--- config.mk ---
export PLATFORM = sky130hd
export DESIGN_NAME = hw_task_switch_timer
export DESIGN_NICKNAME = d
export VERILOG_FILES = /design/src/rtl/task_switch_pkg.sv /design/src/rtl/hw_task_switch_timer.sv /design/src/rtl/slice_prescaler.sv
export SDC_FILE = /design/constraint.sdc
export NUM_CORES = 1
export LEC_CHECK = 0
export BUFFER_PORTS_ARGS = -buffer_cell sky130_fd_sc_hd__clkbuf_2
export CAP_MARGIN = 20
export CORE_UTILIZATION = 40
export CTS_BUF_LIST = sky130_fd_sc_hd__clkbuf_8 sky130_fd_sc_hd__clkbuf_16
export DETAILED_ROUTE_END_ITERATION = 8
export MAX_ROUTING_LAYER = met4
export PLACE_DENSITY_LB_ADDON = 0.3
export RECOVER_POWER = 100
export SYNTH_ARGS = -nofsm -noshare
export SYNTH_HDL_FRONTEND = slang
export SYNTH_HIERARCHICAL = 1
export SYNTH_SLANG_ARGS = --single-unit
--- constraint.sdc ---
create_clock -name sys_clk_in -period 2.59 [get_ports sys_clk_in]
set_clock_uncertainty 0.1 [all_clocks]
set_input_delay 0.777 -clock sys_clk_in [delete_from_list [all_inputs] [get_ports sys_clk_in]]
set_output_delay 0.777 -clock sys_clk_in [all_outputs]
set_load 0.01 [all_outputs]
--- src/rtl/task_switch_pkg.sv ---
// Shared constants and types for the hardware task switch timer
package task_switch_pkg;

   // ==========================================================
   // Sizes
   localparam int TASK_COUNT = 4;
   localparam int TASK_W = 2;
   localparam int SLICE_W = 8;
   localparam int CYC_W = 4;
   localparam int PRESCALE_W = 5;

   // ==========================================================
   // Sequence lengths in system clock cycles
   localparam int SWITCH_CYCLES = 11;
   localparam int SAVE_CYCLES = 5;

   // ==========================================================
   // Slice clock dividers of the system base clock
   localparam int DIV_FAST = 16;
   localparam int DIV_SLOW = 32;

   // ==========================================================
   // Reset values
   localparam logic [TASK_COUNT-1:0] RUN_ENABLE_RST = 4'h1;
   localparam logic [TASK_W-1:0] TASK_RST = 2'h0;
   localparam logic [SLICE_W-1:0] SLICE_RST = 8'h00;
   localparam logic COUNT_ENABLE_RST = 1'b1;

   // ==========================================================
   // Switch sequencer states, one-hot
   typedef enum logic [2:0] {
      SEQ_IDLE = 3'b001,
      SEQ_SWITCH = 3'b010,
      SEQ_SAVE = 3'b100
   } seq_state_t;

endpackage

--- src/rtl/hw_task_switch_timer.sv ---
// Time-slice timer and task switch sequencer for up to four tasks
// Behaviour
// RULE_01: Task write during save after underflow switch is ignored; enable write still applies.
// RULE_02: Simultaneous task write and underflow give one switch to the written task.
// RULE_03: Underflow during an instruction-started switch sequence is discarded.
// RULE_04: Software should write task numbers only when no underflow can occur.
// RULE_05: Interrupt suspends current task; same task resumes after the routine.
// RULE_06: Slice timer halts during interrupt service and resumes from held value.
// RULE_07: No task switching while an interrupt is serviced.
// RULE_08: Interrupt stack pointer replaces task stack pointer during interrupt service.
// RULE_09: Slice timer is 8-bit down counter clocked at base clock /16 or /32.
// RULE_10: Underflow switches to next enabled task in ascending order with wrap.
// RULE_11: Disabled tasks are skipped in rotation.
// RULE_12: Timer holds while exactly one task enabled; resumes when more enabled.
// RULE_13: Software should rewrite slice timer before enabling the second task.
// RULE_14: Each switch loads the slice timer with the target task's slice value.
// RULE_15: Clearing slice count enable stops the timer; setting it resumes counting.
// RULE_16: Stopped timer keeps value until a switch or software write reloads it.
// RULE_17: Task writes during interrupt act at return: resume task, then switch.
// RULE_18: Next-task write during interrupt needs no padding instructions.
// RULE_19: Switch sequence takes eleven cycles, then a five-cycle save.
// RULE_20: Writing the next-task field launches a switch immediately.
// RULE_21: If enables of tasks one to three are zero, task zero enable is forced.
// RULE_22: After reset only task zero runs.
// RULE_23: Write and underflow on the same clock edge count as simultaneous.
`timescale 1ns/1ps
module hw_task_switch_timer #(
   parameter int TASKS = task_switch_pkg::TASK_COUNT,
   parameter int SLICE_WIDTH = task_switch_pkg::SLICE_W
) (
   // Clock and reset
   input wire logic sys_clk_in,
   input wire logic rst_n_in,
   // Slice timer configuration
   input wire logic div32_sel_in,
   input wire logic slice_wr_in,
   input wire logic [SLICE_WIDTH-1:0] slice_wdata_in,
   input wire logic slice_value_wr_in,
   input wire logic [task_switch_pkg::TASK_W-1:0] slice_value_idx_in,
   input wire logic [SLICE_WIDTH-1:0] slice_value_wdata_in,
   input wire logic count_en_wr_in,
   input wire logic count_en_wdata_in,
   // Task control writes
   input wire logic enable_wr_in,
   input wire logic [TASKS-1:0] enable_wdata_in,
   input wire logic next_task_wr_in,
   input wire logic [task_switch_pkg::TASK_W-1:0] next_task_wdata_in,
   // CPU interrupt events
   input wire logic irq_enter_in,
   input wire logic irq_return_in,
   // Status
   output logic [task_switch_pkg::TASK_W-1:0] current_task_out,
   output logic [TASKS-1:0] task_run_enable_out,
   output logic slice_count_enable_out,
   output logic [task_switch_pkg::TASK_W-1:0] next_task_select_out,
   output logic [SLICE_WIDTH-1:0] slice_counter_out,
   output logic timer_running_out,
   // Sequencer
   output logic switch_start_out,
   output logic switching_out,
   output logic saving_out,
   // Interrupt context
   output logic irq_active_out,
   output logic irq_stack_sel_out
);
   localparam int TW = task_switch_pkg::TASK_W;

   // ==========================================================
   // Declarations
   task_switch_pkg::seq_state_t state_r;
   logic [task_switch_pkg::CYC_W-1:0] cyc_r;
   logic [SLICE_WIDTH-1:0] slice_value_mem [TASKS];
   logic slice_tick;
   logic pend_valid_r;
   logic by_instr_r;
   logic multi_task;
   logic count_run;
   logic underflow;
   logic irq_block;
   logic seq_idle;
   logic start_fire;
   logic instr_fire;
   logic pend_set;
   logic [TW-1:0] target_task;
   logic [TW-1:0] rotate_task;

   // ==========================================================
   // Helpers
   function automatic logic [TW-1:0] next_enabled(input logic [TW-1:0] cur,
                                                   input logic [TASKS-1:0] en);
      logic [TW-1:0] pick;
      logic found;
      logic [TW-1:0] cand;
      pick = cur;
      found = 1'b0;
      cand = cur;
      for (int i = 1; i < TASKS; i++) begin
         cand = TW'(cur + TW'(i));
         if (!found && en[cand]) begin
            pick = cand;
            found = 1'b1;
         end
      end
      return pick;
   endfunction

   function automatic logic [TASKS-1:0] force_task_zero(input logic [TASKS-1:0] en);
      return {en[TASKS-1:1], en[0] | ~|en[TASKS-1:1]};
   endfunction

   // ==========================================================
   // Slice clock
   slice_prescaler #(
      .DIV_W(task_switch_pkg::PRESCALE_W)
   ) u_prescaler (
      .sys_clk_in(sys_clk_in),
      .rst_n_in(rst_n_in),
      .div32_sel_in(div32_sel_in), // RULE_09
      .tick_out(slice_tick)
   );

   // ==========================================================
   // Counting and switch decisions
   assign multi_task = (task_run_enable_out & TASKS'(task_run_enable_out - 1'b1)) != '0;
   assign seq_idle = (state_r == task_switch_pkg::SEQ_IDLE);
   // Counter frozen outside idle, so an underflow cannot land mid-sequence
   assign count_run = multi_task && slice_count_enable_out // RULE_12 RULE_15
                      && !irq_active_out && seq_idle; // RULE_06 RULE_03
   assign underflow = count_run && slice_tick && (slice_counter_out == '0); // RULE_09
   assign irq_block = irq_active_out || irq_enter_in; // RULE_07
   assign instr_fire = seq_idle && !irq_block && (next_task_wr_in || pend_valid_r); // RULE_20 RULE_17
   assign start_fire = instr_fire || (seq_idle && !irq_block && underflow); // RULE_02 RULE_23
   assign pend_set = next_task_wr_in && irq_block; // RULE_18
   assign rotate_task = next_enabled(current_task_out, task_run_enable_out); // RULE_10 RULE_11

   always_comb begin
      if (next_task_wr_in) begin
         target_task = next_task_wdata_in; // RULE_02
      end else if (pend_valid_r) begin
         target_task = next_task_select_out;
      end else begin
         target_task = rotate_task;
      end
   end

   // ==========================================================
   // Per-task slice values
   always_ff @(posedge sys_clk_in) begin
      if (slice_value_wr_in) begin
         slice_value_mem[slice_value_idx_in] <= slice_value_wdata_in;
      end
   end

   // ==========================================================
   // Switch sequencer
   always_ff @(posedge sys_clk_in) begin
      if (!rst_n_in) begin
         state_r <= task_switch_pkg::SEQ_IDLE;
         cyc_r <= '0;
         switch_start_out <= 1'b0;
         by_instr_r <= 1'b0;
      end else begin
         switch_start_out <= start_fire;
         case (state_r)
            task_switch_pkg::SEQ_IDLE: begin
               cyc_r <= '0;
               if (start_fire) begin
                  state_r <= task_switch_pkg::SEQ_SWITCH;
                  by_instr_r <= instr_fire;
               end
            end
            task_switch_pkg::SEQ_SWITCH: begin
               if (cyc_r == task_switch_pkg::CYC_W'(task_switch_pkg::SWITCH_CYCLES - 1)) begin // RULE_19
                  state_r <= task_switch_pkg::SEQ_SAVE;
                  cyc_r <= '0;
               end else begin
                  cyc_r <= task_switch_pkg::CYC_W'(cyc_r + 1'b1);
               end
            end
            task_switch_pkg::SEQ_SAVE: begin
               // Next-task writes landing here outside interrupt service are dropped; the outgoing set is still being stored
               if (cyc_r == task_switch_pkg::CYC_W'(task_switch_pkg::SAVE_CYCLES - 1)) begin // RULE_19 RULE_01
                  state_r <= task_switch_pkg::SEQ_IDLE;
                  cyc_r <= '0;
               end else begin
                  cyc_r <= task_switch_pkg::CYC_W'(cyc_r + 1'b1);
               end
            end
            default: begin
               state_r <= task_switch_pkg::SEQ_IDLE;
               cyc_r <= '0;
            end
         endcase
      end
   end

   assign switching_out = state_r[1];
   assign saving_out = state_r[2];

   // ==========================================================
   // Current task and next-task selection
   always_ff @(posedge sys_clk_in) begin
      if (!rst_n_in) begin
         current_task_out <= task_switch_pkg::TASK_RST; // RULE_22
      end else if (start_fire) begin
         current_task_out <= target_task;
      end
   end

   always_ff @(posedge sys_clk_in) begin
      if (!rst_n_in) begin
         next_task_select_out <= task_switch_pkg::TASK_RST;
         pend_valid_r <= 1'b0;
      end else if (pend_set) begin
         next_task_select_out <= next_task_wdata_in; // RULE_17
         pend_valid_r <= 1'b1;
      end else if (instr_fire && next_task_wr_in) begin
         next_task_select_out <= next_task_wdata_in; // RULE_20
         pend_valid_r <= 1'b0;
      end else if (start_fire) begin
         pend_valid_r <= 1'b0;
      end
   end

   // ==========================================================
   // Run enables and count enable
   always_ff @(posedge sys_clk_in) begin
      if (!rst_n_in) begin
         task_run_enable_out <= task_switch_pkg::RUN_ENABLE_RST; // RULE_22
      end else if (enable_wr_in) begin
         // Applied in every state, including the save window
         task_run_enable_out <= force_task_zero(enable_wdata_in); // RULE_21 RULE_01
      end
   end

   always_ff @(posedge sys_clk_in) begin
      if (!rst_n_in) begin
         slice_count_enable_out <= task_switch_pkg::COUNT_ENABLE_RST;
      end else if (count_en_wr_in) begin
         slice_count_enable_out <= count_en_wdata_in; // RULE_15
      end
   end

   // ==========================================================
   // Slice down counter
   always_ff @(posedge sys_clk_in) begin
      if (!rst_n_in) begin
         slice_counter_out <= task_switch_pkg::SLICE_RST;
         timer_running_out <= 1'b0;
      end else begin
         timer_running_out <= count_run;
         if (start_fire) begin
            slice_counter_out <= slice_value_mem[target_task]; // RULE_14
         end else if (slice_wr_in) begin
            slice_counter_out <= slice_wdata_in; // RULE_16
         end else if (count_run && slice_tick) begin
            slice_counter_out <= SLICE_WIDTH'(slice_counter_out - 1'b1); // RULE_09
         end
      end
   end

   // ==========================================================
   // Interrupt context; the task number is left alone so the same task resumes
   always_ff @(posedge sys_clk_in) begin
      if (!rst_n_in) begin
         irq_active_out <= 1'b0;
         irq_stack_sel_out <= 1'b0;
      end else if (irq_enter_in) begin
         irq_active_out <= 1'b1; // RULE_05
         irq_stack_sel_out <= 1'b1; // RULE_08
      end else if (irq_return_in) begin
         irq_active_out <= 1'b0; // RULE_05
         irq_stack_sel_out <= 1'b0; // RULE_08
      end
   end

   // ==========================================================
   // Checks
   a_switch_timing: assert property (@(posedge sys_clk_in) disable iff (!rst_n_in) // RULE_19
      switch_start_out |-> ##10 switching_out ##1 saving_out ##4 saving_out ##1 !saving_out)
      else $error("switch or save length wrong");

   a_irq_no_switch: assert property (@(posedge sys_clk_in) disable iff (!rst_n_in) // RULE_07
      irq_active_out |-> !switch_start_out)
      else $error("switch started during interrupt");

   a_irq_timer_hold: assert property (@(posedge sys_clk_in) disable iff (!rst_n_in) // RULE_06
      irq_active_out && $past(irq_active_out) && !$past(slice_wr_in) |-> $stable(slice_counter_out))
      else $error("slice timer moved during interrupt");

   a_single_task_hold: assert property (@(posedge sys_clk_in) disable iff (!rst_n_in) // RULE_12
      $onehot($past(task_run_enable_out)) && !$past(slice_wr_in) && !switch_start_out
      |-> $stable(slice_counter_out))
      else $error("slice timer moved with one task");

   a_enable_nonzero: assert property (@(posedge sys_clk_in) disable iff (!rst_n_in) // RULE_21
      task_run_enable_out[0] || (task_run_enable_out[TASKS-1:1] != '0))
      else $error("all tasks stopped");

   a_switch_reload: assert property (@(posedge sys_clk_in) disable iff (!rst_n_in) // RULE_14
      switch_start_out && !$past(slice_value_wr_in) |-> slice_counter_out == slice_value_mem[current_task_out])
      else $error("slice timer not loaded on switch");

   a_rotate_order: assert property (@(posedge sys_clk_in) disable iff (!rst_n_in) // RULE_10
      switch_start_out && !by_instr_r
      |-> current_task_out == next_enabled($past(current_task_out), $past(task_run_enable_out)))
      else $error("wrong task after underflow");

   a_instr_target: assert property (@(posedge sys_clk_in) disable iff (!rst_n_in) // RULE_02
      switch_start_out && by_instr_r |-> current_task_out == next_task_select_out)
      else $error("written task not started");

   a_save_ignores: assert property (@(posedge sys_clk_in) disable iff (!rst_n_in) // RULE_01
      saving_out && next_task_wr_in |=> !switch_start_out)
      else $error("write in save window started a switch");

   a_return_pending: assert property (@(posedge sys_clk_in) disable iff (!rst_n_in) // RULE_17
      irq_active_out && irq_return_in && !irq_enter_in && pend_valid_r && !switching_out && !saving_out
      |-> ##2 switch_start_out)
      else $error("pending switch not launched at return");

endmodule

--- src/rtl/slice_prescaler.sv ---
// Divides the system base clock by 16 or 32 into a one-cycle slice tick
`timescale 1ns/1ps
module slice_prescaler #(
   parameter int DIV_W = task_switch_pkg::PRESCALE_W
) (
   // Clock and reset
   input wire logic sys_clk_in,
   input wire logic rst_n_in,
   // Control
   input wire logic div32_sel_in,
   // Tick
   output logic tick_out
);
   logic [DIV_W-1:0] div_cnt_r;
   logic [DIV_W-1:0] div_last;

   assign div_last = div32_sel_in ? DIV_W'(task_switch_pkg::DIV_SLOW - 1)
                                  : DIV_W'(task_switch_pkg::DIV_FAST - 1);

   always_ff @(posedge sys_clk_in) begin
      if (!rst_n_in) begin
         div_cnt_r <= '0;
         tick_out <= 1'b0;
      end else if (div_cnt_r >= div_last) begin
         div_cnt_r <= '0;
         tick_out <= 1'b1;
      end else begin
         div_cnt_r <= DIV_W'(div_cnt_r + 1'b1);
         tick_out <= 1'b0;
      end
   end

endmodule

==> run summary, run 1 <==
Clk root buf - clkbuf_8
Post-DR wirelength/cell - 14.7 um
DRT Pass-1 Iters - 4
Main synth FF type - dfxtp_1
Setup-failing EPs final - 0
Final Wtd Congestion - 0.723
Status - complete, no violations
Post-Syn Instances - 282
Final wirelength - 6.59 mm
Least-Margin Pin Slew - 0.803 ns
Post-CTS Hold Fix Bufs - 0
Mapped Area - 3110 um^2
Crit path DAT - 2.47 ns
Number of diodes - 0
Clock Sinks - 66
Die area - 8130 um^2
Num rows - 31
Setup TNS - 0 ns
Ys async rst share - 0
Crit Path Max Fanout - 7
Die Width - 90.2 um
Port Buf Inserts - 57
H-tree levels - 3
Routed vias - 2349
Worst-path clk slew - 0.08 ns
Largest net degree at the start of global routing - 18
Post-DP HPWL - 4.66 mm
Number of synthesized flops with an enable pin - 32
Yosys warns - 6
# fillers - 722
Die Ht - 90.2 um
Layout cell share with drive strength beyond 1 - 0.169
Worst-skew pair later-pin latency - 0.34 ns
Setup slack at placement - 0.0191 ns
Final Worst Setup Slack - 0.272 ns
Library cells used by synthesis - 54
Pwr Density - 645 nW/um^2
CP endpoint kind - flop
CTS max path bufs - 2
Post-CTS setup buffer count - 0
Critical setup path kind - reg -> reg
Core Region - 7370 um^2
Final Net Count - 385
Unrepaired setup endpoints after global routing - false
WP data required - 2.74 ns
Initial antenna violation count - 0
TritonCTS buffer count - 9
Endpoints failing hold - 0
Maximum vdd ir drop - 0.366 mV
Fmax - 0.431 GHz
Post-DRT Antenna Nets - 0
Synthesis-to-layout area growth - 16.3%
Global-route wire length before repair - 10.8 mm
DRT iter0 DRCs - 91
Mapped Nets - 323
Vias per cell - 5.24
DRC Markers - 0
Max_slew headroom - 0.465
Worst Setup Start Kind - flop
All-layer global routing usage - 0.175
CTS tree - yes
Number of global-route vias before repair - 2203
# resized after CTS - 0
Initial core utilization - 0.422
Worst Hold Class - reg -> reg
Final worst path period share - 0.895
Grt ovf - 0
Leakage - 1.38 nW
Yosys reg bits - 66
Sequential fraction of the synthesis area - 0.528
Boundary Pins - 58
Fin crit period - 2.32 ns
Syn Area/Cell - 11.0 um^2
Slew Limit Fails - 0
MaxCap Viol Count - 0
[power breakdown]
| part | switching [mW] | internal [mW] | leakage (nW) | total, mW |
|---|---|---|---|---|
| Sequential | 0.0591 | 1.15 | 0.573 | 1.21 |
| Combinational | 0.192 | 0.149 | 0.715 | 0.342 |
| Clock | 0.404 | 0.375 | 0.0945 | 0.779 |
| Total | 0.655 | 1.68 | 1.38 | 2.33 |
[critical path, cell delays in order (launching register included)]
cell and delay [ns]:
dfxtp_1 0.40, or3b_1 0.52, nor4_2 0.45, a21oi_2 0.16, o21ai_2 0.18, o221ai_1 0.20
a221oi_2 0.23
[metal layers]
metal | vias to the layer above | GRT usage | part of all wire
met5 | - | - | 0
met4 | 0 | 0.0659 | 0.0096
met3 | 6 | 0.0465 | 0.048
met2 | 63 | 0.262 | 0.46
met1 | 1112 | 0.227 | 0.49
li1 | 1168 | - | -
[registers in the layout (all words and copies together), names as in the netlist]
register and flops:
switch_start_out 1, irq_stack_sel_out 1, slice_counter_out 8, next_task_select_out 2, current_task_out 2, u_prescaler/tick_out 1, cyc_r 4, pend_valid_r 1
timer_running_out 1, slice_value_mem 32, state_r 3, slice_count_enable_out 1, task_run_enable_out 4, u_prescaler/div_cnt_r 5
[metrics by stage]
stage,hold WS [ns],area (um^2),instances,power (mW),utilization
2_1_floorplan,0.330,3110,282,1.47,-
6_report,0.366,3620,448,2.33,0.491
3_5_place_dp,0.353,3500,432,1.59,0.474
4_1_cts,0.370,3670,448,2.36,0.498
3_3_place_gp,0.346,3500,432,1.58,0.474
5_1_grt,0.386,3620,448,2.45,0.491
[cell families after synthesis]
kind of cell | count (synthesis) | synth area share
AO/OA/AOI/OAI | 60 | 0.153
XOR/XNOR | 9 | 0.0254
adder cells (fa/ha/maj) | 6 | 0.0241
buffers and inverters | 24 | 0.0374
flip-flops | 66 | 0.528
multiplexers | 20 | 0.0648
AND/OR/NAND/NOR | 97 | 0.167
[worst paths after layout]
kind,start,end,slack [ns],cells after the start
worst min-delay path,cyc_r[0]$_SDFF_PN0_,cyc_r[0]$_SDFF_PN0_,0.37,1
worst max register to register,state_r[0]$_SDFFE_PN1P_,slice_counter_out[1]$_SDFFE_PN0P_,0.27,6
worst max-delay path,state_r[0]$_SDFFE_PN1P_,slice_counter_out[1]$_SDFFE_PN0P_,0.27,6
worst min register to register,cyc_r[0]$_SDFF_PN0_,cyc_r[0]$_SDFF_PN0_,0.37,1
[Yosys cell counts (4+ instances only)]
cell type | instances | area share
edfxtp_1 | 32 | 0.31
buf_2 | 5 | 0.0080
nand2b_1 | 6 | 0.012
nand3_1 | 7 | 0.011
o221ai_1 | 8 | 0.023
clkbuf_1 | 5 | 0.0060
xor2_1 | 6 | 0.017
dfxtp_1 | 34 | 0.22
inv_1 | 11 | 0.013
nor2b_1 | 5 | 0.010
nor2_1 | 30 | 0.036
a21oi_1 | 10 | 0.016
nor4_1 | 4 | 0.0080
nor3_1 | 4 | 0.0064
ha_1 | 6 | 0.024
a21o_1 | 4 | 0.0097
a221oi_2 | 7 | 0.034
mux2i_1 | 19 | 0.061
o21ai_0 | 12 | 0.019
nand2_1 | 20 | 0.024
[layout make-up]
type	instances	area [um^2]	area share
clock inverter	6	40.0	0.0111
clock buffer	10	138	0.0381
inverter	11	41.3	0.0114
multi-input combinational	192	1350	0.373
tap	99	124	0.0343
timing repair buffer	64	284	0.0785
sequential	66	1640	0.454
[layout by cell type (no fill, tap or decap), types with 5 or more instances in the layout]
cell type | synthesis | routed
o221ai_1 | 8 | 8
nand3_1 | 7 | 7
nand2_1 | 20 | 20
edfxtp_1 | 32 | 32
nor2b_1 | 5 | 5
nand2b_1 | 6 | 6
a221oi_2 | 7 | 6
dfxtp_1 | 34 | 34
clkbuf_1 | 5 | 37
o21ai_0 | 12 | 13
ha_1 | 6 | 6
mux2i_1 | 19 | 19
xor2_1 | 6 | 6
clkbuf_8 | 0 | 10
nor2_1 | 30 | 30
inv_1 | 11 | 11
clkbuf_2 | 0 | 23
a21oi_1 | 10 | 10
Note: power is estimated with default switching activity, not from simulation.
==> run 2: changes to the inputs <==
ABC_AREA = 1   (was unset)
==> run 2 against run 1 <==
The run now ends with design-rule violations left. Worst setup slack better by 0.11 ns. Non-clock buffer count stayed put. Combinational power is 48% higher. Count of clock-buffer cells in the layout is 1 lower. Die area is 7.9% higher. Sequential share of layout area is 3.6 points lower. Cell count is 24% higher. Flip-flop and latch count stayed put. Critical path type unchanged. Critical endpoint is now slice_counter_out[4]$_SDFFE_PN0P_. Highest routed layer unchanged.
==> run summary, run 2 <==
Status - finished with violations
Failing checks - design-rule violations
WP data required - 2.72 ns
Largest cells by area after synthesis - edfxtp_1 29%, dfxtp_1 20%, nand2_1 6.5%
Post-DR wirelength/cell - 12.5 um
Dominant cell type by area after synthesis - edfxtp_1
Setup TNS - 0 ns
Launch point of the worst hold path - u_prescaler/div_cnt_r[0]$_SDFF_PP0_
Number of global-route vias before repair - 2524
Crit Path Max Fanout - 19
MaxCap Viol Count - 0
Worst-skew pair later-pin latency - 0.34 ns
Unrepaired setup endpoints after global routing - false
Maximum vdd ir drop - 0.341 mV
Worst hold stages - 1
Sw Pwr - 0.791 mW
Max reg flops - 32
H-tree levels - 3
Vias per cell - 4.86
Clock power share - 0.379
TritonCTS buffer count - 9
Post-DP HPWL - 5.14 mm
CP endpoint kind - flop
Global-route wire length before repair - 11.5 mm
Seq pwr share - 0.438
Mapped Nets - 421
Final instance area - 3930 um^2
Switching Fraction - 0.285
Leading cell type in the layout, fill and taps excluded - nand2_1
Post-CTS setup buffer count - 0
Fmax - 0.454 GHz
Routed vias - 2698
Post-DRT Antenna Nets - 0
Hold worst-path end - u_prescaler/div_cnt_r[0]$_SDFF_PP0_
Post-synth top cells - 58 x nand2_1, 42 x nor2_1, 38 x inv_1
Yosys reg bits - 66
Sequential fraction of the synthesis area - 0.488
Syn Area/Cell - 8.85 um^2
Grt ovf - 0
Crit path DAT - 2.33 ns
Gate power share - 0.182
Most flops, register - slice_value_mem
Yosys top cell area share - 0.286
Post-Syn Instances - 380
Max_slew headroom - 0.441
Number of diodes - 0
Synthesis-to-layout area growth - 16.9%
Port Buf Inserts - 57
Setup-failing EPs final - 0
Placed Area - 3760 um^2
Critical setup path kind - reg -> reg
Most common cell in the netlist - nand2_1
Yosys warns - 6
Worst-path clk slew - 0.08 ns
Main synth FF type - dfxtp_1
Worst Hold Class - reg -> reg
Library cells used by synthesis - 34
Endpoints failing hold - 0
Core Region - 8180 um^2
Final Net Count - 486
Clock Sinks - 66
Initial antenna violation count - 0
Clk root buf - clkbuf_8
Final wirelength - 6.94 mm
DRT iter0 DRCs - 69
Final worst path period share - 0.851
Leakage - 1.61 nW
Pwr Density - 706 nW/um^2
Number of synthesized flops with an enable pin - 32
Fin crit period - 2.20 ns
Reg2reg start - slice_counter_out[0]$_SDFFE_PN0P_
Slew Limit Fails - 0
FF-to-FF End - slice_counter_out[4]$_SDFFE_PN0P_
Most frequent cells in the layout - 58 x nand2_1, 42 x nor2_1, 39 x inv_1, 39 x clkbuf_1, 37 x nand3_1
Layout cell share with drive strength beyond 1 - 0.211
Largest net degree at the start of global routing - 22
Boundary Pins - 58
Die Ht - 93.7 um
All-layer global routing usage - 0.173
Mapped Area - 3360 um^2
Initial core utilization - 0.411
Least-Margin Pin Slew - 0.839 ns
Worst R2R Path Depth - 13
Num rows - 33
# resized after CTS - 0
CTS tree - yes
Worst Setup Start Kind - flop
Final Wtd Congestion - 0.913
DRT Pass-1 Iters - 6
DRC Markers - 2
Biggest regs - slice_value_mem x32, slice_counter_out x8, u_prescaler/div_cnt_r x5
Die Width - 93.7 um
Total internal power - 1.98 mW
R2r setup slk - 0.39 ns
Ys async rst share - 0
Post-CTS Hold Fix Bufs - 0
Final Worst Setup Slack - 0.386 ns
CTS max path bufs - 2
Die area - 8780 um^2
Setup slack at placement - 0.366 ns
[run 2: changes by cell type after synthesis, moves of 19 or more]
cell and change:
inv_1 +27, nand2_1 +38, nand2_2 +20, nand3_2 +20, mux2i_1 -19, nand3_1 +29
[run 2: kinds of logic (layout without fill, tap and decap cells)]
family | after synthesis | count (layout) | share of synthesized area
compound gates | 51 | 51 | 0.0901
xor+xnor | 6 | 6 | 0.0156
fa+ha+maj | 6 | 6 | 0.0223
buf+inv | 52 | 122 | 0.0726
flops | 66 | 66 | 0.488
simple gates | 199 | 199 | 0.311
[run 2: area by class of cell]
class	count	area [um^2]
clock buffers	9	124
clock inverters	7	119
fillers	788	4250
inverters	42	160
multi-input cells	262	1460
flip-flops and latches	66	1640
well taps	105	131
repair buffers	64	292
[run 2: worst max path at each step]
stage | startpoint | to | slack, ns | cells past startpoint
2_1_floorplan | slice_counter_out[0]$_SDFFE_PN0P_ | slice_counter_out[7]$_SDFFE_PN0P_ | 0.62 | 14
3_3_place_gp | irq_enter_in | slice_counter_out[6]$_SDFFE_PN0P_ | 0.38 | 10
3_5_place_dp | irq_enter_in | slice_counter_out[4]$_SDFFE_PN0P_ | 0.37 | 10
4_1_cts | current_task_out[0]$_SDFFE_PN0N_ | slice_counter_out[6]$_SDFFE_PN0P_ | 0.41 | 15
5_1_grt | slice_counter_out[1]$_SDFFE_PN0P_ | slice_counter_out[4]$_SDFFE_PN0P_ | 0.15 | 13
6_report | slice_counter_out[0]$_SDFFE_PN0P_ | slice_counter_out[4]$_SDFFE_PN0P_ | 0.39 | 13
[run 2: power by group through the flow]
stage / Sequential (mW) / Combinational (mW) / Clock [mW]
2_1_floorplan: 1.24 / 0.389 / 0
3_3_place_gp: 1.24 / 0.511 / 0
3_5_place_dp: 1.24 / 0.520 / 0
4_1_cts: 1.22 / 0.523 / 1.08
5_1_grt: 1.23 / 0.572 / 1.13
6_report: 1.22 / 0.506 / 1.05
[run 2: worst max-delay path, cell delays in order, from the launching register on]
cell and delay (ns):
dfxtp_1 0.34, inv_1 0.08, ha_1 0.16, nand2_1 0.10, nor3_1 0.20, nand2_1 0.10
or2_0 0.23, nor2_1 0.09, nand3_1 0.10, nand2_1 0.14, buf_12 0.17, a21oi_1 0.06
nor2_1 0.15, a21oi_2 0.07
[run 2: through the flow]
step	std cells	utilization	hold slack, ns	total power [mW]
2_1_floorplan	380	-	0.329	1.62
3_3_place_gp	539	0.460	0.341	1.75
3_5_place_dp	539	0.460	0.349	1.76
4_1_cts	555	0.490	0.370	2.82
5_1_grt	555	0.481	0.396	2.93
6_report	555	0.481	0.363	2.77
[run 2: routing by layer]
layer / vias to the layer above / global-route usage / share of wire
li1: 1405 / - / -
met1: 1224 / 0.222 / 0.49
met2: 58 / 0.263 / 0.44
met3: 11 / 0.0469 / 0.047
met4: 0 / 0.0615 / 0.014
met5: - / - / 0
==> run 3: changes to the inputs <==
CORE_ASPECT_RATIO = 1.75   (was unset)
HOLD_SLACK_MARGIN = 0.02   (was unset)
==> run 3 against run 2 <==
The flow still finishes with violations (design-rule violations). Critical path depth fell by 1. Cell count is 2.9% lower. Combinational power is essentially flat. Via count up 1.5%. Register-to-register slack got worse by 0.10 ns. Clock power up 25%. Die area increased by 0.16%. Flip-flop and latch count did not move. First-iteration DRC count is 140% higher. Routed wire length grew 1.1%. Largest power group is now clock.
==> run summary, run 3 (synthesis results as in run 2) <==
Clk root buf - clkbuf_16
Most flops, register - slice_value_mem
TritonCTS buffer count - 9
Crit path DAT - 2.42 ns
Fin crit period - 2.31 ns
Global-route wire length before repair - 11.8 mm
Total power - 3.03 mW
Port Buf Inserts - 57
Final Net Count - 485
Max reg flops - 32
Post-CTS setup buffer count - 0
All-layer global routing usage - 0.181
Worst-skew pair later-pin latency - 0.33 ns
Final Wtd Congestion - 0.777
Unrepaired setup endpoints after global routing - false
Final wirelength - 7.01 mm
MaxCap Viol Count - 0
Die area - 8790 um^2
CP peak stage delay - 0.33 ns
Metal-1 WL - 2.78 mm
Initial core utilization - 0.419
Core Region - 8020 um^2
CP endpoint kind - flop
Final Worst Setup Slack - 0.283 ns
Final worst path period share - 0.891
DRC Markers - 6
Crit Path Max Fanout - 9
Worst Hold Class - reg -> reg
Setup slack at placement - 0.260 ns
# resized after CTS - 0
Worst path cell trace - inv_1, ha_1, nand2_1, nor3_2, nand2_1, or2_0, nor2_1, nand3_1, nand4_1, inv_1, nor2_1, a21oi_2
Boundary Pins - 58
Slew Limit Fails - 0
Routed vias - 2739
Die Ht - 123 um
Endpoints failing hold - 0
Post-DR wirelength/cell - 13.0 um
Maximum vdd ir drop - 0.597 mV
Post-CTS Hold Fix Bufs - 0
Critical setup path kind - reg -> reg
Vias per cell - 5.08
Layout cell share with drive strength beyond 1 - 0.214
CTS max path bufs - 2
Most frequent cells in the layout - 58 x nand2_1, 42 x nor2_1, 39 x clkbuf_1, 38 x inv_1, 37 x nand3_1
H-tree levels - 3
Max Used Layer - met4
Met2 wire length - 3.80 mm
Num rows - 43
Fmax - 0.433 GHz
DRT iter0 DRCs - 166
Biggest regs - slice_value_mem x32, slice_counter_out x8, u_prescaler/div_cnt_r x5
Post-DRT Antenna Nets - 0
Number of diodes - 0
Largest net degree at the start of global routing - 22
Clock Sinks - 66
Final core utilization - 0.496
Met3 wire length - 302 um
Die Width - 71.3 um
Status - finished with violations
Post-DP HPWL - 5.31 mm
Worst Setup Start Kind - flop
WHS - 0.376 ns
Leakage - 1.63 nW
Setup-failing EPs final - 0
Worst-path clk slew - 0.06 ns
CTS tree - yes
Setup TNS - 0 ns
Failing checks - design-rule violations
Initial antenna violation count - 0
Synthesis-to-layout area growth - 18.4%
Pwr Density - 762 nW/um^2
Leading cell type in the layout, fill and taps excluded - nand2_1
Least-Margin Pin Slew - 0.858 ns
DRT Pass-1 Iters - 8
WP data required - 2.71 ns
Max_slew headroom - 0.428
Number of global-route vias before repair - 2640
Worst path slowest cell - dfxtp_1
Grt ovf - 0
==> run 3: changes by cell type in the layout (fill, tap and decap cells not counted) <==
cell,delta
clkinv_4,-1
clkbuf_16,+9
clkinvlp_4,+1
clkbuf_8,-9
inv_6,+2
buf_12,-1
nor3_1,-1
bufinv_16,-1
nor3_2,+1
inv_1,-1
==> run 3: stage by stage <==
stage          instances  instance area, um^2
2_1_floorplan        380                 3360
3_3_place_gp         523                 3720
3_5_place_dp         523                 3720
4_1_cts              539                 4050
5_1_grt              539                 3980
6_report             539                 3980
==> run 3: path summary, 6_finish.rpt <==
check,start,to,slack (ns),cells past startpoint
worst max-delay path,slice_counter_out[0]$_SDFFE_PN0P_,slice_counter_out[3]$_SDFFE_PN0P_,0.28,12
worst min-delay path,next_task_select_out[1]$_SDFFE_PN0P_,next_task_select_out[1]$_SDFFE_PN0P_,0.38,2
worst max register to register,slice_counter_out[0]$_SDFFE_PN0P_,slice_counter_out[3]$_SDFFE_PN0P_,0.28,12
worst min register to register,next_task_select_out[1]$_SDFFE_PN0P_,next_task_select_out[1]$_SDFFE_PN0P_,0.38,2
==> run 3: final cells by class <==
cell class,count,area [um^2]
clock inverter,7,101
inverter,42,160
multi-input combinational,262,1470
fill,792,4040
tap,90,113
clock buffer,9,225
sequential,66,1640
timing repair buffer,63,272
==> run 3: worst max-delay path: cells and delay by family, from the launching register on <==
family / cells / cell delay, ns
and+or+nand+nor: 8 / 1.21
DFF: 1 / 0.33
AOI/OAI and AO/OA: 1 / 0.07
buffers and inverters: 2 / 0.30
adders and majority gates: 1 / 0.17
==> run 3: report_power, final <==
group / leakage, nW / internal [mW] / switching [mW]
logic: 0.909 / 0.178 / 0.327
registers: 0.574 / 1.16 / 0.0537
clock network: 0.153 / 0.849 / 0.462
total: 1.63 / 2.19 / 0.843
==> run 3: per-layer routing <==
| metal | track usage | vias to the layer above |
|---|---|---|
| li1 | - | 1402 |
| met3 | 0.0473 | 12 |
| met5 | - | - |
| met2 | 0.327 | 62 |
| met1 | 0.181 | 1263 |
| met4 | 0.0838 | 0 |
